$ cat src/inc/qnpei_pkg.sv
// Constants shared by the nibble port unit
package qnpei_pkg;
  // Port widths
  localparam int NIB_W = 4;
  localparam int P8_W = 2;
  localparam int KR_W = 8;
  // Synchroniser vector layout
  localparam int SYNC_W = 36;
  localparam int SY_P0 = 0;
  localparam int SY_P1 = 4;
  localparam int SY_P2 = 8;
  localparam int SY_P3 = 12;
  localparam int SY_P4 = 16;
  localparam int SY_P5 = 20;
  localparam int SY_P6 = 24;
  localparam int SY_P7 = 28;
  localparam int SY_P8 = 32;
  localparam int SY_XT1 = 34;
  localparam int SY_RSTN = 35;
  // Edge history layout
  localparam int EH_W = 12;
  localparam int EH_EXT_IRQ_BOTH_EDGE = 0;
  localparam int EH_EXT_IRQ_ZERO = 1;
  localparam int EH_EXT_IRQ_ONE = 2;
  localparam int EH_EXT_TEST_TWO = 3;
  localparam int EH_KR = 4;
  // Edge select encoding for the selectable interrupt
  localparam logic EDGE_RISE = 1'h0;
  localparam logic EDGE_FALL = 1'h1;
  // Reset values: pin not driven, no pull-up, output data high
  localparam logic OE_OFF_N = 1'h1;
  localparam logic PU_RST = 1'h0;
  localparam logic DATA_RST = 1'h1;
  // Open-drain pins only ever pull low
  localparam logic OD_LOW = 1'h0;
  // Noise filter settle time and its cycle count at 200 MHz
  localparam int CLK_PERIOD_PS = 5000;
  localparam int NOISE_FILT_NS = 20;
  localparam int NOISE_FILT_CYC = (NOISE_FILT_NS * 1000 + CLK_PERIOD_PS - 1) / CLK_PERIOD_PS;
  localparam int FILT_CNT_W = 4;
  localparam logic [FILT_CNT_W-1:0] FILT_LAST = FILT_CNT_W'(NOISE_FILT_CYC - 1);
endpackage

$ cat src/hw/qnpei_port.sv
// Nibble port pin unit with edge detection on interrupt, key and test inputs
`timescale 1ns/1ps

module qnpei_sync #(
  parameter int W = 1
) (
  input wire logic core_clk,
  input wire logic srst,
  input wire logic [W-1:0] asyncIn,
  output logic [W-1:0] syncOut
);
  logic [W-1:0] meta_ff;
  logic [W-1:0] sync_ff;

  // Two stages; the first is read by the second only
  always_ff @(posedge core_clk) begin
    if (srst) begin
      meta_ff <= '0;
      sync_ff <= '0;
    end else begin
      meta_ff <= asyncIn;
      sync_ff <= meta_ff;
    end
  end
  assign syncOut = sync_ff;
endmodule

module qnpei_port
  import qnpei_pkg::*;
(
  // Clock and reset
  input wire logic core_clk,
  input wire logic srst,
  input wire logic resetPinN,
  // Pin inputs
  input wire logic [NIB_W-1:0] inputPortZeroIn,
  input wire logic [NIB_W-1:0] inputPortOneIn,
  input wire logic [NIB_W-1:0] ioPortTwoIn,
  input wire logic [NIB_W-1:0] progIoPortThreeIn,
  input wire logic [NIB_W-1:0] opendrainPortFourIn,
  input wire logic [NIB_W-1:0] opendrainPortFiveIn,
  input wire logic [NIB_W-1:0] progIoPortSixIn,
  input wire logic [NIB_W-1:0] ioPortSevenIn,
  input wire logic [P8_W-1:0] ioPortEightIn,
  input wire logic subOscIn,
  // Pin outputs and active-low enables
  output logic [NIB_W-1:0] inputPortZeroOut,
  output logic [NIB_W-1:0] inputPortZeroOeN,
  output logic [NIB_W-1:0] ioPortTwoOut,
  output logic [NIB_W-1:0] ioPortTwoOeN,
  output logic [NIB_W-1:0] progIoPortThreeOut,
  output logic [NIB_W-1:0] progIoPortThreeOeN,
  output logic [NIB_W-1:0] opendrainPortFourOut,
  output logic [NIB_W-1:0] opendrainPortFourOeN,
  output logic [NIB_W-1:0] opendrainPortFiveOut,
  output logic [NIB_W-1:0] opendrainPortFiveOeN,
  output logic [NIB_W-1:0] progIoPortSixOut,
  output logic [NIB_W-1:0] progIoPortSixOeN,
  output logic [NIB_W-1:0] ioPortSevenOut,
  output logic [NIB_W-1:0] ioPortSevenOeN,
  output logic [P8_W-1:0] ioPortEightOut,
  output logic [P8_W-1:0] ioPortEightOeN,
  // Pull-up enables, one per group
  output logic [8:0] pullUpEn,
  // Core control
  input wire logic [8:0] pullUpSel,
  input wire logic [NIB_W-1:0] portTwoLatch,
  input wire logic portTwoOutMode,
  input wire logic [NIB_W-1:0] portTwoAltSel,
  input wire logic [NIB_W-1:0] portThreeLatch,
  input wire logic [NIB_W-1:0] portThreeDir,
  input wire logic [NIB_W-1:0] portFourLatch,
  input wire logic portFourOutMode,
  input wire logic [NIB_W-1:0] portFiveLatch,
  input wire logic portFiveOutMode,
  input wire logic [NIB_W-1:0] portSixLatch,
  input wire logic [NIB_W-1:0] portSixDir,
  input wire logic [NIB_W-1:0] portSevenLatch,
  input wire logic portSevenOutMode,
  input wire logic [P8_W-1:0] portEightLatch,
  input wire logic portEightOutMode,
  input wire logic extIrqZeroEdge,
  input wire logic extIrqZeroFiltEn,
  // Alternate functions from timers, clock, buzzer, serial
  input wire logic timerOutZero,
  input wire logic timerOutOne,
  input wire logic progClockOut,
  input wire logic buzzerOut,
  input wire logic serialClkOut,
  input wire logic serialClkDrive,
  input wire logic serialOutBus0,
  input wire logic serialOutBus0Drive,
  input wire logic serialInBus1Out,
  input wire logic serialInBus1Drive,
  // PROM write/verify
  input wire logic promMode,
  input wire logic [7:0] promDataOut,
  input wire logic promDataDrive,
  output logic [3:0] progModeSelect,
  output logic [7:0] progDataBus,
  // Synchronised reads to the core
  output logic [NIB_W-1:0] portZeroRd,
  output logic [NIB_W-1:0] portOneRd,
  output logic [NIB_W-1:0] portTwoRd,
  output logic [NIB_W-1:0] portThreeRd,
  output logic [NIB_W-1:0] portFourRd,
  output logic [NIB_W-1:0] portFiveRd,
  output logic [NIB_W-1:0] portSixRd,
  output logic [NIB_W-1:0] portSevenRd,
  output logic [P8_W-1:0] portEightRd,
  output logic timerEventIn,
  output logic subOscTest,
  // Events and flags
  output logic extIrqBothEdgeReq,
  output logic extIrqZeroReq,
  output logic extIrqOneReq,
  output logic extTestTwoFlag,
  input wire logic extTestTwoClr,
  output logic [KR_W-1:0] keyReturnFlag,
  input wire logic [KR_W-1:0] keyReturnClr
);
  logic [SYNC_W-1:0] pinSync;
  logic portRst, int0Raw, int0Src, int0Hit;
  logic [KR_W-1:0] krNow;
  logic [EH_W-1:0] edgeNow, edgeRise, edgeFall;
  logic [FILT_CNT_W-1:0] nxt_filtCnt, filtCnt_ff;
  logic filtVal_ff;
  logic [EH_W-1:0] edgeHist_ff;
  logic edgeValid_ff, irq4_ff, irq0_ff, irq1_ff, test2_ff;
  logic [KR_W-1:0] kr_ff;
  logic [NIB_W-1:0] alt2, nxt_p0Out, nxt_p0OeN, nxt_p2Out, nxt_p4OeN, nxt_p5OeN;
  logic [NIB_W-1:0] p0Out_ff, p0OeN_ff, p2Out_ff, p2OeN_ff, p3Out_ff, p3OeN_ff;
  logic [NIB_W-1:0] p4OeN_ff, p5OeN_ff, p6Out_ff, p6OeN_ff, p7Out_ff, p7OeN_ff;
  logic [P8_W-1:0] p8Out_ff, p8OeN_ff;
  logic [8:0] pullUp_ff;

  // Every pin, the sub oscillator and the reset pin cross into the core clock
  qnpei_sync #(.W(SYNC_W)) uPinSync (
    .core_clk(core_clk),
    .srst(srst),
    .asyncIn({resetPinN, subOscIn, ioPortEightIn, ioPortSevenIn, progIoPortSixIn, opendrainPortFiveIn,
              opendrainPortFourIn, progIoPortThreeIn, ioPortTwoIn, inputPortOneIn, inputPortZeroIn}),
    .syncOut(pinSync)
  );

  // Reset pin low, or the core reset, puts all ports back to reset state
  assign portRst = srst | ~pinSync[SY_RSTN];

  // Read paths
  assign portZeroRd = pinSync[SY_P0 +: NIB_W];
  assign portOneRd = pinSync[SY_P1 +: NIB_W];
  assign portTwoRd = pinSync[SY_P2 +: NIB_W];
  assign portThreeRd = pinSync[SY_P3 +: NIB_W];
  assign portFourRd = pinSync[SY_P4 +: NIB_W];
  assign portFiveRd = pinSync[SY_P5 +: NIB_W];
  assign portSixRd = pinSync[SY_P6 +: NIB_W];
  assign portSevenRd = pinSync[SY_P7 +: NIB_W];
  assign portEightRd = pinSync[SY_P8 +: P8_W];
  assign timerEventIn = pinSync[SY_P1 + 3];
  assign subOscTest = pinSync[SY_XT1];
  assign progModeSelect = pinSync[SY_P3 +: NIB_W];
  assign progDataBus = {pinSync[SY_P5 +: NIB_W], pinSync[SY_P4 +: NIB_W]};

  // Noise filter: new level accepted only after it held for the settle time
  assign int0Raw = pinSync[SY_P1];
  assign nxt_filtCnt = (int0Raw == filtVal_ff) ? '0 : filtCnt_ff + FILT_CNT_W'(1);
  always_ff @(posedge core_clk) begin
    if (portRst) begin
      filtCnt_ff <= '0;
      filtVal_ff <= 1'h0;
    end else begin
      filtCnt_ff <= (filtCnt_ff == FILT_LAST) ? '0 : nxt_filtCnt;
      filtVal_ff <= (int0Raw != filtVal_ff && filtCnt_ff == FILT_LAST) ? int0Raw : filtVal_ff;
    end
  end
  assign int0Src = extIrqZeroFiltEn ? filtVal_ff : int0Raw;

  // Edge detection compares the synchronised sample with the one before
  assign krNow = {pinSync[SY_P7 +: NIB_W], pinSync[SY_P6 +: NIB_W]};
  assign edgeNow = {krNow, pinSync[SY_P1 + 2], pinSync[SY_P1 + 1], int0Src, pinSync[SY_P0]};
  assign edgeRise = edgeValid_ff ? (edgeNow & ~edgeHist_ff) : '0;
  assign edgeFall = edgeValid_ff ? (~edgeNow & edgeHist_ff) : '0;
  assign int0Hit = (extIrqZeroEdge == EDGE_FALL) ? edgeFall[EH_EXT_IRQ_ZERO] : edgeRise[EH_EXT_IRQ_ZERO];

  // History is held invalid for a cycle after reset so no false edge fires
  always_ff @(posedge core_clk) begin
    if (portRst) begin
      edgeHist_ff <= '0;
      edgeValid_ff <= 1'h0;
    end else begin
      edgeHist_ff <= edgeNow;
      edgeValid_ff <= 1'h1;
    end
  end

  // Vectored requests are one-cycle pulses; test flags are sticky, set beats clear
  always_ff @(posedge core_clk) begin
    if (portRst) begin
      irq4_ff <= 1'h0;
      irq0_ff <= 1'h0;
      irq1_ff <= 1'h0;
      test2_ff <= 1'h0;
      kr_ff <= '0;
    end else begin
      irq4_ff <= edgeRise[EH_EXT_IRQ_BOTH_EDGE] | edgeFall[EH_EXT_IRQ_BOTH_EDGE];
      irq0_ff <= int0Hit;
      irq1_ff <= edgeRise[EH_EXT_IRQ_ONE];
      test2_ff <= edgeRise[EH_EXT_TEST_TWO] | (test2_ff & ~extTestTwoClr);
      kr_ff <= edgeFall[EH_KR +: KR_W] | (kr_ff & ~keyReturnClr);
    end
  end
  assign extIrqBothEdgeReq = irq4_ff;
  assign extIrqZeroReq = irq0_ff;
  assign extIrqOneReq = irq1_ff;
  assign extTestTwoFlag = test2_ff;
  assign keyReturnFlag = kr_ff;

  // Port zero: bit 0 input only, upper bits driven when serial claims them
  assign nxt_p0Out = {serialInBus1Out, serialOutBus0, serialClkOut, 1'h0};
  assign nxt_p0OeN = {~serialInBus1Drive, ~serialOutBus0Drive, ~serialClkDrive, OE_OFF_N};
  // Port two alternate outputs override the latch per selected bit
  assign alt2 = {buzzerOut, progClockOut, timerOutOne, timerOutZero};
  assign nxt_p2Out = (portTwoAltSel & alt2) | (~portTwoAltSel & portTwoLatch);
  // Open drain: enable only to pull low; PROM verify drives the data bus
  assign nxt_p4OeN = promMode ? ~({NIB_W{promDataDrive}} & ~promDataOut[3:0])
                              : ~({NIB_W{portFourOutMode}} & ~portFourLatch);
  assign nxt_p5OeN = promMode ? ~({NIB_W{promDataDrive}} & ~promDataOut[7:4])
                              : ~({NIB_W{portFiveOutMode}} & ~portFiveLatch);

  // Pin drive registers; reset leaves every pin undriven and pull-ups off
  always_ff @(posedge core_clk) begin
    if (portRst) begin
      p0Out_ff <= {NIB_W{DATA_RST}};
      p0OeN_ff <= {NIB_W{OE_OFF_N}};
      p2Out_ff <= {NIB_W{DATA_RST}};
      p2OeN_ff <= {NIB_W{OE_OFF_N}};
      p3Out_ff <= {NIB_W{DATA_RST}};
      p3OeN_ff <= {NIB_W{OE_OFF_N}};
      p4OeN_ff <= {NIB_W{OE_OFF_N}};
      p5OeN_ff <= {NIB_W{OE_OFF_N}};
      p6Out_ff <= {NIB_W{DATA_RST}};
      p6OeN_ff <= {NIB_W{OE_OFF_N}};
      p7Out_ff <= {NIB_W{DATA_RST}};
      p7OeN_ff <= {NIB_W{OE_OFF_N}};
      p8Out_ff <= {P8_W{DATA_RST}};
      p8OeN_ff <= {P8_W{OE_OFF_N}};
      pullUp_ff <= {9{PU_RST}};
    end else begin
      p0Out_ff <= nxt_p0Out;
      p0OeN_ff <= nxt_p0OeN;
      p2Out_ff <= nxt_p2Out;
      p2OeN_ff <= {NIB_W{~portTwoOutMode}};
      p3Out_ff <= portThreeLatch;
      p3OeN_ff <= promMode ? {NIB_W{OE_OFF_N}} : ~portThreeDir;
      p4OeN_ff <= nxt_p4OeN;
      p5OeN_ff <= nxt_p5OeN;
      p6Out_ff <= portSixLatch;
      p6OeN_ff <= ~portSixDir;
      p7Out_ff <= portSevenLatch;
      p7OeN_ff <= {NIB_W{~portSevenOutMode}};
      p8Out_ff <= portEightLatch;
      p8OeN_ff <= {P8_W{~portEightOutMode}};
      pullUp_ff <= pullUpSel;
    end
  end

  // Pin outputs; open-drain data is always low
  assign inputPortZeroOut = p0Out_ff;
  assign inputPortZeroOeN = p0OeN_ff;
  assign ioPortTwoOut = p2Out_ff;
  assign ioPortTwoOeN = p2OeN_ff;
  assign progIoPortThreeOut = p3Out_ff;
  assign progIoPortThreeOeN = p3OeN_ff;
  assign opendrainPortFourOut = {NIB_W{OD_LOW}};
  assign opendrainPortFourOeN = p4OeN_ff;
  assign opendrainPortFiveOut = {NIB_W{OD_LOW}};
  assign opendrainPortFiveOeN = p5OeN_ff;
  assign progIoPortSixOut = p6Out_ff;
  assign progIoPortSixOeN = p6OeN_ff;
  assign ioPortSevenOut = p7Out_ff;
  assign ioPortSevenOeN = p7OeN_ff;
  assign ioPortEightOut = p8Out_ff;
  assign ioPortEightOeN = p8OeN_ff;
  // Ports four and five have no pull-up, so slots 4 and 5 stay off; slot 8 serves port eight
  assign pullUpEn = {pullUp_ff[8:6], 2'h0, pullUp_ff[3:0]};

  // Checks
  both_edge_pulse_a: assert property (@(posedge core_clk) disable iff (portRst)
    edgeValid_ff && (pinSync[SY_P0] != edgeHist_ff[EH_EXT_IRQ_BOTH_EDGE]) |=> extIrqBothEdgeReq)
    else $error("both-edge input missed an edge");
  irq_zero_edge_a: assert property (@(posedge core_clk) disable iff (portRst)
    extIrqZeroReq |-> (($past(extIrqZeroEdge) == EDGE_FALL) ? ($past(int0Src, 2) && !$past(int0Src))
                                                            : (!$past(int0Src, 2) && $past(int0Src))))
    else $error("interrupt zero fired on wrong edge");
  test_two_set_a: assert property (@(posedge core_clk) disable iff (portRst)
    edgeRise[EH_EXT_TEST_TWO] |=> extTestTwoFlag)
    else $error("test flag not set by rising edge");
  test_two_hold_a: assert property (@(posedge core_clk) disable iff (portRst)
    extTestTwoFlag && !extTestTwoClr |=> extTestTwoFlag)
    else $error("test flag dropped without clear");
  key_fall_flag_a: assert property (@(posedge core_clk) disable iff (portRst)
    edgeValid_ff && !krNow[0] && edgeHist_ff[EH_KR] |=> keyReturnFlag[0])
    else $error("key return falling edge lost");
  reset_undriven_a: assert property (@(posedge core_clk)
    portRst |=> (&ioPortTwoOeN) && (&opendrainPortFourOeN) && (&progIoPortSixOeN) && (&ioPortEightOeN))
    else $error("pin driven after reset");
  prom_md_input_a: assert property (@(posedge core_clk) disable iff (portRst)
    promMode |=> &progIoPortThreeOeN)
    else $error("mode select pins driven in PROM mode");
  od_no_high_a: assert property (@(posedge core_clk) disable iff (portRst)
    !promMode && portFourOutMode && portFourLatch[0] |=> opendrainPortFourOeN[0])
    else $error("open drain pin pulled low for a one");
  dir_per_bit_a: assert property (@(posedge core_clk) disable iff (portRst)
    !promMode |=> progIoPortThreeOeN == ~$past(portThreeDir))
    else $error("port three direction not per bit");
  filt_settle_a: assert property (@(posedge core_clk) disable iff (portRst)
    $changed(filtVal_ff) |-> $past(filtCnt_ff) == FILT_LAST)
    else $error("filter changed before settle time");
endmodule

$ cat config.mk
export PLATFORM = sky130hd
export DESIGN_NAME = qnpei_port
export DESIGN_NICKNAME = d
export VERILOG_FILES = /design/src/inc/qnpei_pkg.sv /design/src/hw/qnpei_port.sv
export SDC_FILE = /design/constraint.sdc
export NUM_CORES = 1
export LEC_CHECK = 0
export BUFFER_PORTS_ARGS = -buffer_cell sky130_fd_sc_hd__buf_4
export CAP_MARGIN = 40
export CORE_MARGIN = 2
export CORE_UTILIZATION = 47
export DETAILED_ROUTE_END_ITERATION = 12
export MAX_ROUTING_LAYER = met4
export PLACE_DENSITY = 0.93
export SYNTH_ARGS = -nofsm -noshare
export SYNTH_HDL_FRONTEND = slang
export SYNTH_HIERARCHICAL = 1
export SYNTH_SLANG_ARGS = --single-unit
$ cat constraint.sdc
create_clock -name core_clk -period 2.15 [get_ports core_clk]
set_input_delay 0.215 -clock core_clk [delete_from_list [all_inputs] [get_ports core_clk]]
set_output_delay 0.215 -clock core_clk [all_outputs]
set_load 0.01 [all_outputs]
Yosys cells after proc, flatten, opt, wreduce, memory -nomap -nowiden
Index checks and enable logic that the tools add are counted.
Operators by class
  divide/modulo/power cells: 0
  shift-type cells: 0
  $add $sub $neg: 1
  $mul: 0
  bitwise gates (word level): 38
  reduce and logical (&&, ||, !) cells: 4
  mux-type cells: 8
  equal/unequal tests: 3
  $lt $le $gt $ge: 0
Operators with widths (count)
  $not 4->4: 12
  $and 4x4->4: 7
  $and 12x12->12: 1
  $mux 12: 1
  $mux 4: 3
  $not 12->12: 1
  $not 1->1: 9
  $and 8x8->8: 1
  $not 8->8: 1
  $or 8x8->8: 1
  $add 4x1->4 const B: 1
  $eq 4x2->1 const B: 1
  $mux 1: 4
  $or 4x4->4: 1
  $reduce_or 2->1: 2
  $or 1x1->1: 3
  $reduce_or 3->1: 1
  $and 1x1->1: 1
  $eq 1x1->1: 1
  $logic_and 1x1->1: 1
  $ne 1x1->1: 1
Word-level totals
  memories: 0
  memory bits (writable): 0
  logic and storage cells: 82
  bits in registers: 156
  latch bits: 0
  bits of input ports: 121
  bits in read-only memories: 0

Depth between registers and ports, before layout
Gate-level depths: netlist of the first run.
  depth after elaboration: 5
  depth in mapped cells: 4
  gate-level depth less buffers: 4

Modules after synthesis
Netlist of the first run, hierarchy kept.
By module, submodules not included
  qnpei_port: area an instance 2692.6 um^2, cells an instance 254, times used 1
  qnpei_sync: area an instance 1981.9 um^2, cells an instance 152, times used 1

Worst setup path after synthesis of the first run
OpenSTA, ideal clock, no wires.
  path kind: register to register
  from: reg filtCnt_ff[0]
  to: reg filtVal_ff
  data arrival time: 0.960 ns
  clock period less this slack: 1.077 ns
  library setup time: 0.117 ns
  cell stages (with the launch flop): 5
  slack: 1.073 ns
  cells stage by stage: dfxtp_1 -> ha_1 -> nor3b_2 -> mux2i_1 -> nor2_1
Between the ends
  word-level cells in the longest chain between the ends: 2
RTL lines
  from (decl): RTL line qnpei_port.sv:126  | logic [FILT_CNT_W-1:0] nxt_filtCnt, filtCnt_ff;
  from (signal assigned): RTL line qnpei_port.sv:172  | filtCnt_ff <= (filtCnt_ff == FILT_LAST) ? '0 : nxt_filtCnt;
  $eq 4x2->1: RTL line qnpei_port.sv:173  | filtVal_ff <= (int0Raw != filtVal_ff && filtCnt_ff == FILT_LAST) ? int0Raw : filtVal_ff;
  $logic_and 1x1->1: RTL line qnpei_port.sv:173
  to (signal assigned): RTL line qnpei_port.sv:173
  to (decl): RTL line qnpei_port.sv:127  | logic filtVal_ff;
No other way between the ends.
A chain may end at the register's enable or synchronous reset.

Worst setup path after layout of the first run
  from: reg uPinSync.sync_ff[35] (netlist: uPinSync/syncOut[35])
  to: reg p5OeN_ff[2] (netlist: opendrainPortFiveOeN[2])
Between the ends
  word-level cells in the longest chain between the ends: 2
RTL lines
  from (decl): RTL line qnpei_port.sv:13  | logic [W-1:0] sync_ff;
  from (signal assigned): RTL line qnpei_port.sv:22  | sync_ff <= meta_ff;
  $not 1->1: RTL line qnpei_port.sv:147  | assign portRst = srst | ~pinSync[SY_RSTN];
  $or 1x1->1: RTL line qnpei_port.sv:147
  to (signal assigned): RTL line qnpei_port.sv:240  | p5OeN_ff <= {NIB_W{OE_OFF_N}};
  to (signal assigned): RTL line qnpei_port.sv:256  | p5OeN_ff <= nxt_p5OeN;
  to (decl): RTL line qnpei_port.sv:133  | logic [NIB_W-1:0] p4OeN_ff, p5OeN_ff, p6Out_ff, p6OeN_ff, p7Out_ff, p7OeN_ff;
No other way between the ends.

==> results.md, run 1 <==
- Crit path max-delay family: buffers and inverters
- Antenna fix cells: 0
- Storage cell area: 0.00306 mm^2
- Placed cell area: 0.00631 mm^2
- Drt pass-1 iters: 5
- Buffers on Ports: 236
- Cell breakdown of the critical path: nor2b_4, buf_12, o21ai_0, dlygate4sd3_1
- Crit share post-route: 88.0%
- Die H: 104 um
- Initial antenna violation count: 0
- Final core occ: 82.3%
- Crit path DAT: 2.29 ns
- Routability congestion estimate: 0.847
- PD cells: 804 mW/mm^2
- Worst vdd ir: 0.000612 V
- Tmin final: 1.89 ns
- Critical-path maximum fanout: 41
- Commonest register cell after synthesis: dfxtp_1
- Multi-input gate area: 0.00127 mm^2
- Pleak: 3.53 nW
- Final HPWL DP: 8350 um
- Synth async-reset ratio: 0%
- Slew headroom: 56.0%
- Max Clk Rate: 0.528 GHz
- Fill cell count: 462
- Vias in the first global route: 4,610
- Setup crit start kind: register
- Count of different cell masters after synthesis: 29
- Setup TNS: 0 ns
- CTS buffer count: 17
- Nets: 859
- Grt total ovfl: 0
- Detail Route Antenna Nets: 0
- Critical path class: reg -> reg
- Die area: 0.0108 mm^2
- CTS tree: built
- Syn-to-layout area delta: 71.3%
- Max clock buf depth: 2
- Final Hold Viols: 0
- IO Pins: 250
- Crit path buf inv count: 2
- Most numerous cell in the Yosys netlist: dfxtp_1
- Largest area contributor in the synthesized netlist: dfxtp_1
- CTS Sinks: 153
- EDFF count, synth: 0
- Max-Cap Viols: 0
- Initial Util: 48.0%
- Per-cell routed wire length: 18.9 um
- Die Span X: 104 um
- Avg Cell Area, Syn: 11.5 um^2
- Via density: 4.81
- Final setup fails: 0
- Critical path required time: 2.54 ns
- Non-Filler Instances: 883
- Worst-margin pin slew: 0.661 ns
- Share of the synthesized area in the top cell type: 65.5%
- Seq/Total Area, Yosys: 65.5%
- Post-synth top cells: dfxtp_1 (153), nor2b_1 (72), buf_4 (31)
- Flops & latches, synth: 153
- Final wirelength: 16,700 um
- Layout cell share with drive strength beyond 1: 36.4%
- First-pass GRT wire length: 24,900 um
- GRT Total Usage: 31.2%
- Status: complete, no violations
- Cells after DPL: 739
- Row Count: 36
- Post-route cell area: 0.00801 mm^2
- Top cells by area, synth: dfxtp_1 (66%), nor2b_1 (9.6%), buf_4 (5.0%)
- Synth warnings: 6
- Largest net degree at the start of global routing: 73
- DRT iter0 DRCs: 198
- Synth Cell Area: 0.00467 mm^2
- RSZ-0062 raised after global routing: no
- Remaining DRCs: 0
- CP endpoint kind: register
- Min-Delay Path Class: in -> reg
- Post-Syn Instances: 406
- CTS root buf: clkbuf_8
- Clock H-tree levels: 4
- Slowest cell on the critical path: dlygate4sd3_1
- PnR Total Power: 6.43 mW
- Clock skew: 0.00782 ns
- Fin. max-slew vios: 0
- Worst-skew pair later-pin latency: 0.51 ns
- Setup bufs post-CTS: 0
- CORE AREA: 0.00973 mm^2
- Slowest stage delay, CP: 0.58 ns
- Via count: 4,248
- CTS clk-pin slew, worst paths: 0.07 ns
## final cells by class
type	count	share of cell area, %
clock buffer	19	5.39
clock inverter	13	1.81
inverter	2	0.0938
multi-input combinational	213	15.9
sequential	153	38.3
tap	133	2.08
timing repair buffer	350	36.5
## routing by layer
layer  wire (um)  global-route usage, %  part of all wire, %
met1        5830                   29.6                   35
met2        8530                   53.8                   51
met3        1350                   11.1                  8.1
met4         964                   19.4                  5.8
met5           0                      -                    0
## cells in the final DEF, fill, tap and decap left out, drive strengths merged, types with 10 or more instances in the layout
master / instances
dfxtp: 153
and2: 18
nand2: 29
conb: 11
dlygate4sd3: 112
buf: 238
clkbuf: 19
nor2b: 73
a21oi: 10
nand2b: 28
## worst paths after layout
kind,startpoint,to,slack [ns],depth (start not counted)
max,uPinSync/syncOut[35],opendrainPortFiveOeN[2],0.26,4
min,srst,ioPortSevenOut[2],0.03,3
max reg2reg,uPinSync/syncOut[35],opendrainPortFiveOeN[2],0.26,4
min reg2reg,edgeHist_ff[2],extIrqOneReq,0.39,1
## flip-flops by register name, summed over array words and instances (netlist names), 4 cells and up
signal                cells
uPinSync/meta_ff         36
uPinSync/syncOut         36
edgeHist_ff              12
keyReturnFlag             8
pullUp_ff                 7
filtCnt_ff                4
inputPortZeroOut          4
ioPortSevenOut            4
ioPortTwoOut              4
opendrainPortFiveOeN      4
opendrainPortFourOeN      4
progIoPortSixOeN          4
progIoPortSixOut          4
progIoPortThreeOeN        4
progIoPortThreeOut        4
## worst register-to-register path: stages, from the launching register on
cell and delay (ns):
dfxtp_1 0.32, nor2b_4 0.46, buf_12 0.29, o21ai_0 0.13, dlygate4sd3_1 0.58
## cells by family after synthesis
| kind of cell | after synthesis | share of synthesized area, % |
|---|---|---|
| buffers and inverters | 49 | 8.00 |
| multiplexers | 7 | 1.53 |
| AND/OR/NAND/NOR | 173 | 21.8 |
| AO/OA/AOI/OAI | 18 | 2.19 |
| adder cells (fa/ha/maj) | 1 | 0.268 |
| flip-flops | 153 | 65.5 |
| XOR/XNOR | 3 | 0.562 |
| other | 2 | 0.161 |
## through the flow
step	hold slack, ns	setup slack, ns
2_1_floorplan	0.277	1.07
3_3_place_gp	0.376	0.623
3_5_place_dp	0.379	0.549
4_1_cts	0.000524	0.350
5_1_grt	0.0150	0.199
6_report	0.0345	0.257
## power by group
group	total [mW]	switching [mW]	leakage (nW)	internal, mW
sequential	2.95	0.0345	1.25	2.91
combinational	0.600	0.211	2.01	0.389
clock	2.88	1.19	0.269	1.69
## repair_timing
| action | 4_1_cts | 5_1_grt |
|---|---|---|
| setup endpoints to repair | 0 | 0 |
| hold buffers | 112 | 0 |
| resized for setup | 0 | 0 |
| endpoints found under the hold margin | 96 | 0 |
No activity file was read; power rests on OpenSTA's default activity.
==> run 2: changes to the inputs <==
==> constraint.sdc (replaced) <==
create_clock -name core_clk -period 2.15 [get_ports core_clk]
set_input_delay 0.1075 -clock core_clk [delete_from_list [all_inputs] [get_ports core_clk]]
set_output_delay 0.1075 -clock core_clk [all_outputs]
set_load 0.01 [all_outputs]
==> results.md, run 2 (synthesis results as in run 1) <==
- CTS buffer count: 17
- Crit path DAT: 2.23 ns
- Setup bufs post-CTS: 0
- First-pass GRT wire length: 25,300 um
- CP startpoint: portFiveLatch[2]
- Final HPWL DP: 8280 um
- Worst Setup EP: opendrainPortFiveOeN[2]
- CTS clk-pin slew, worst paths: 0.07 ns
- Clock skew: 0.0115 ns
- CTS Sinks: 153
- Worst-skew pair later-pin latency: 0.52 ns
- Largest net degree at the start of global routing: 73
- R2R Path Start: uPinSync/syncOut[35]
- CORE AREA: 0.00973 mm^2
- Min-Delay Path Class: in -> reg
- Grt total ovfl: 0
- Max clock buf depth: 2
- CTS root buf: clkbuf_8
- Final setup fails: 0
- Final Hold Viols: 0
- Crit share post-route: 84.9%
- CTS tree: built
- Crit Reg-Reg Endpoint: progIoPortThreeOeN[0]
- Fin. max-slew vios: 0
- Post-route cell area: 0.00810 mm^2
- Die H: 104 um
- Per-cell routed wire length: 18.6 um
- Critical path class: in -> reg
- Pleak: 3.58 nW
- Placed cell area: 0.00631 mm^2
- Setup TNS: 0 ns
- GRT Total Usage: 31.8%
- PD cells: 827 mW/mm^2
- WP depth: 6
- Most frequent cells in the layout: buf_4 (238), dfxtp_1 (153), dlygate4sd3_1 (116)
- Via density: 4.72
- Row Count: 36
- IO Pins: 250
- Drt pass-1 iters: 7
- Crit path max-delay family: buffers and inverters
- Slowest cell on the critical path: dlygate4sd3_1
- Status: complete, no violations
- Tmin final: 1.82 ns
- Final wirelength: 16,500 um
- Layout cell share with drive strength beyond 1: 36.2%
- Clock H-tree levels: 4
- Slew headroom: 56.1%
- PnR Total Power: 6.69 mW
- Vias in the first global route: 4,615
- Worst reg-to-reg setup slack: 0.36 ns
- Syn-to-layout area delta: 73.2%
- RSZ-0062 raised after global routing: no
- Antenna fix cells: 0
- Max Clk Rate: 0.548 GHz
- CP most frequent cell: dlygate4sd3_1
- CP endpoint kind: register
- Die area: 0.0108 mm^2
- Setup crit start kind: input pin
- Slowest stage delay, CP: 0.60 ns
- Die Span X: 104 um
- Critical-path maximum fanout: 1
- R2R cell count: 5
- DRT iter0 DRCs: 153
- Nets: 864
- Commonest non-fill, non-tap cell in the layout: buf_4
- Max-Cap Viols: 0
- Critical path required time: 2.55 ns
- Cell breakdown of the critical path: dlygate4sd3_1, buf_4, nor3b_1, dlygate4sd3_1, o21ai_0, dlygate4sd3_1
- Via count: 4,190
- Remaining DRCs: 0
- Worst-margin pin slew: 0.658 ns
- Initial antenna violation count: 0
- Worst vdd ir: 0.000551 V
- Detail Route Antenna Nets: 0
- Routability congestion estimate: 0.849
- Buffers on Ports: 236
- Initial Util: 48.0%
- Crit path buf inv count: 4
run 2: power by group:
group          leakage (nW)  internal [mW]  switching [mW]
clock network         0.299           1.93            1.21
logic                  2.03          0.392           0.211
registers              1.25           2.91          0.0351
total                  3.58           5.24            1.46
run 2: worst min path at each step:
stage	endpoint	from	depth (start not counted)	slack, ns
floorplan	inputPortZeroOeN[1]	serialClkDrive	1	0.17
global placement	inputPortZeroOeN[1]	serialClkDrive	2	0.27
detailed placement	progIoPortThreeOeN[0]	portThreeDir[0]	2	0.27
CTS	inputPortZeroOeN[3]	serialInBus1Drive	3	0.27
global route	progIoPortSixOeN[0]	portSixDir[0]	3	0.29
finish	progIoPortThreeOut[1]	portThreeLatch[1]	3	0.32
run 2: metal layers:
layer  part of all wire, %  track usage [%]  up-vias
li1                      -                -     1898
met1                    36             31.5     1946
met2                    50             53.5      269
met3                   8.1             10.7       77
met4                   6.0             20.8        0
met5                     0                -        -
run 2: final cells by class:
class	count	area, um^2
clock buffers	19	432
fillers	452	1630
inverters	2	7.51
well taps	133	166
multi-input cells	213	1270
flip-flops and latches	153	3060
clock inverters	12	189
repair buffers	355	2970
run 2: per-stage QoR:
step | hold WS (ns) | instances | worst slack, ns | util (%)
floorplan | 0.169 | 415 | 1.07 | -
global placement | 0.268 | 740 | 1.01 | 64.9
detailed placement | 0.273 | 740 | 0.940 | 64.9
CTS | 0.273 | 887 | 0.468 | 83.2
global route | 0.294 | 887 | 0.284 | 83.2
finish | 0.321 | 887 | 0.325 | 83.2
run 2: worst min-delay path, stage by stage:
cell and delay (ns):
dlygate4sd3_1 0.52, buf_4 0.09, nand2b_1 0.08
run 2: what timing repair did:
action	in CTS	in global routing
resized for setup	0	0
hold endpoints to repair	98	0
hold buffers	116	0
==> run 3: changes to the inputs <==
- CORE_UTILIZATION: 47 -> 44
- PLACE_DENSITY: 0.93 -> 0.89
- clock period: 2.15 -> 1.8 ns (I/O delays scaled with it)
==> results.md, run 3 (synthesis results as in run 1) <==
- Status: complete, no violations
- Critical path required time: 2.20 ns
- Max clock buf depth: 2
- PD cells: 991 mW/mm^2
- Critical path class: reg -> reg
- Hold Crit Start: portSixDir[2]
- M1 GR Usage: 25.4%
- Detail Route Antenna Nets: 0
- R2R Path Start: uPinSync/syncOut[35]
- CP endpoint kind: register
- Clock skew: 0.0104 ns
- Met3 usage: 6.93%
- Via count: 4,063
- Buffers on Ports: 236
- Met2 Use GR: 46.3%
- Per-cell routed wire length: 16.5 um
- GRT Total Usage: 26.0%
- Nets: 863
- Critical-path maximum fanout: 9
- Layout cell share with drive strength beyond 1: 36.6%
- IO Pins: 250
- Worst hold endpoint: progIoPortSixOeN[2]
- Worst reg-to-reg setup slack: 0.09 ns
- Crit path DAT: 2.11 ns
- Crit path buf inv count: 2
- Setup crit start kind: register
- Fin. max-slew vios: 0
- Slew headroom: 55.8%
- CTS root buf: clkbuf_8
- Clock H-tree levels: 4
- Setup TNS: 0 ns
- Most frequent cells in the layout: buf_4 (238), dfxtp_1 (153), dlygate4sd3_1 (115)
- CTS buffer count: 17
- Worst-margin pin slew: 0.664 ns
- Largest net degree at the start of global routing: 73
- Max-Cap Viols: 0
- Drt pass-1 iters: 8
- CTS Sinks: 153
- PnR Total Power: 8.04 mW
- Worst vdd ir: 0.000580 V
- Routability congestion estimate: 0.815
- Cell breakdown of the critical path: nor2b_4, inv_1, nor2_2, nand2_1, dlygate4sd3_1
- Worst-skew pair later-pin latency: 0.52 ns
- Hold Crit Depth: 3
- CTS clk-pin slew, worst paths: 0.06 ns
- Final HPWL DP: 7810 um
- DRT iter0 DRCs: 167
- R2R cell count: 5
- Die area: 0.0115 mm^2
- Setup bufs post-CTS: 0
- Slowest stage delay, CP: 0.57 ns
- Die H: 107 um
- CTS tree: built
- Vias in the first global route: 4,217
- Min-Delay Path Class: in -> reg
- Tmin final: 1.71 ns
- Pleak: 3.59 nW
- Crit path max-delay family: buffers and inverters
- Die Span X: 107 um
- Initial Util: 45.3%
- Most Used Layer, Global Route: met2
- Commonest non-fill, non-tap cell in the layout: buf_4
- Row Count: 37
- Final wirelength: 14,600 um
- Max Clk Rate: 0.586 GHz
- CORE AREA: 0.0103 mm^2
- Grt total ovfl: 0
- Crit Reg-Reg Endpoint: progIoPortThreeOeN[2]
- Initial antenna violation count: 0
- Via density: 4.57
- Remaining DRCs: 0
- First-pass GRT wire length: 21,700 um
- Crit share post-route: 94.8%
- Final setup fails: 0
- Antenna fix cells: 0
- Syn-to-layout area delta: 73.6%
- RSZ-0062 raised after global routing: no
- Final Hold Viols: 0
- Slowest cell on the critical path: dlygate4sd3_1
## run 3: how the worst max path moves through the flow
stage / to / slack, ns / from / cells past startpoint
2_1_floorplan: filtVal_ff / 0.72 / filtCnt_ff[0] / 4
3_3_place_gp: filtVal_ff / 0.67 / filtCnt_ff[0] / 4
3_5_place_dp: filtVal_ff / 0.59 / filtCnt_ff[0] / 4
4_1_cts: progIoPortThreeOeN[3] / 0.08 / uPinSync/syncOut[35] / 5
5_1_grt: progIoPortThreeOeN[0] / 0.009 / uPinSync/syncOut[35] / 5
6_report: progIoPortThreeOeN[2] / 0.09 / uPinSync/syncOut[35] / 5
## run 3: what timing repair did
| action | in CTS | in global routing |
|---|---|---|
| hold buffers | 115 | 0 |
| hold endpoints to repair | 98 | 0 |
| gates resized for setup | 0 | 1 |
| endpoints found under the setup margin | 0 | 4 |
## run 3: cell type report
cell class / instances / area (um^2)
clock buffers: 20 / 455
clock inverters: 12 / 188
inverters: 2 / 7.51
fillers: 533 / 2210
flip-flops and latches: 153 / 3060
well taps: 136 / 170
multi-input cells: 213 / 1270
repair buffers: 354 / 2960
## run 3: per-layer routing
layer,vias up,part of all wire [%]
li1,1898,-
met1,1871,36
met2,235,52
met3,59,7.2
met4,0,4.7
met5,-,0
## run 3: per-stage QoR
| step | setup WS, ns | std cells | area (um^2) | hold WS, ns | utilization, % |
|---|---|---|---|---|---|
| finish | 0.0931 | 890 | 8120 | 0.294 | 78.6 |
| global route | 0.00887 | 890 | 8120 | 0.293 | 78.6 |
| CTS | 0.0836 | 890 | 8110 | 0.253 | 78.6 |
| detailed placement | 0.587 | 743 | 6320 | 0.257 | 61.2 |
| global placement | 0.667 | 743 | 6320 | 0.252 | 61.2 |
| floorplan | 0.723 | 415 | 4710 | 0.152 | - |
## run 3: power by group
| part | internal, mW | total [mW] | switching [mW] | leakage, nW |
|---|---|---|---|---|
| clock | 2.39 | 3.81 | 1.43 | 0.314 |
| sequential | 3.48 | 3.52 | 0.0385 | 1.25 |
| combinational | 0.467 | 0.709 | 0.242 | 2.03 |
## run 3: tightest hold or removal path, stage by stage
cell	delay [ns]
dlygate4sd3_1	0.53
buf_4	0.10
nand2_1	0.04
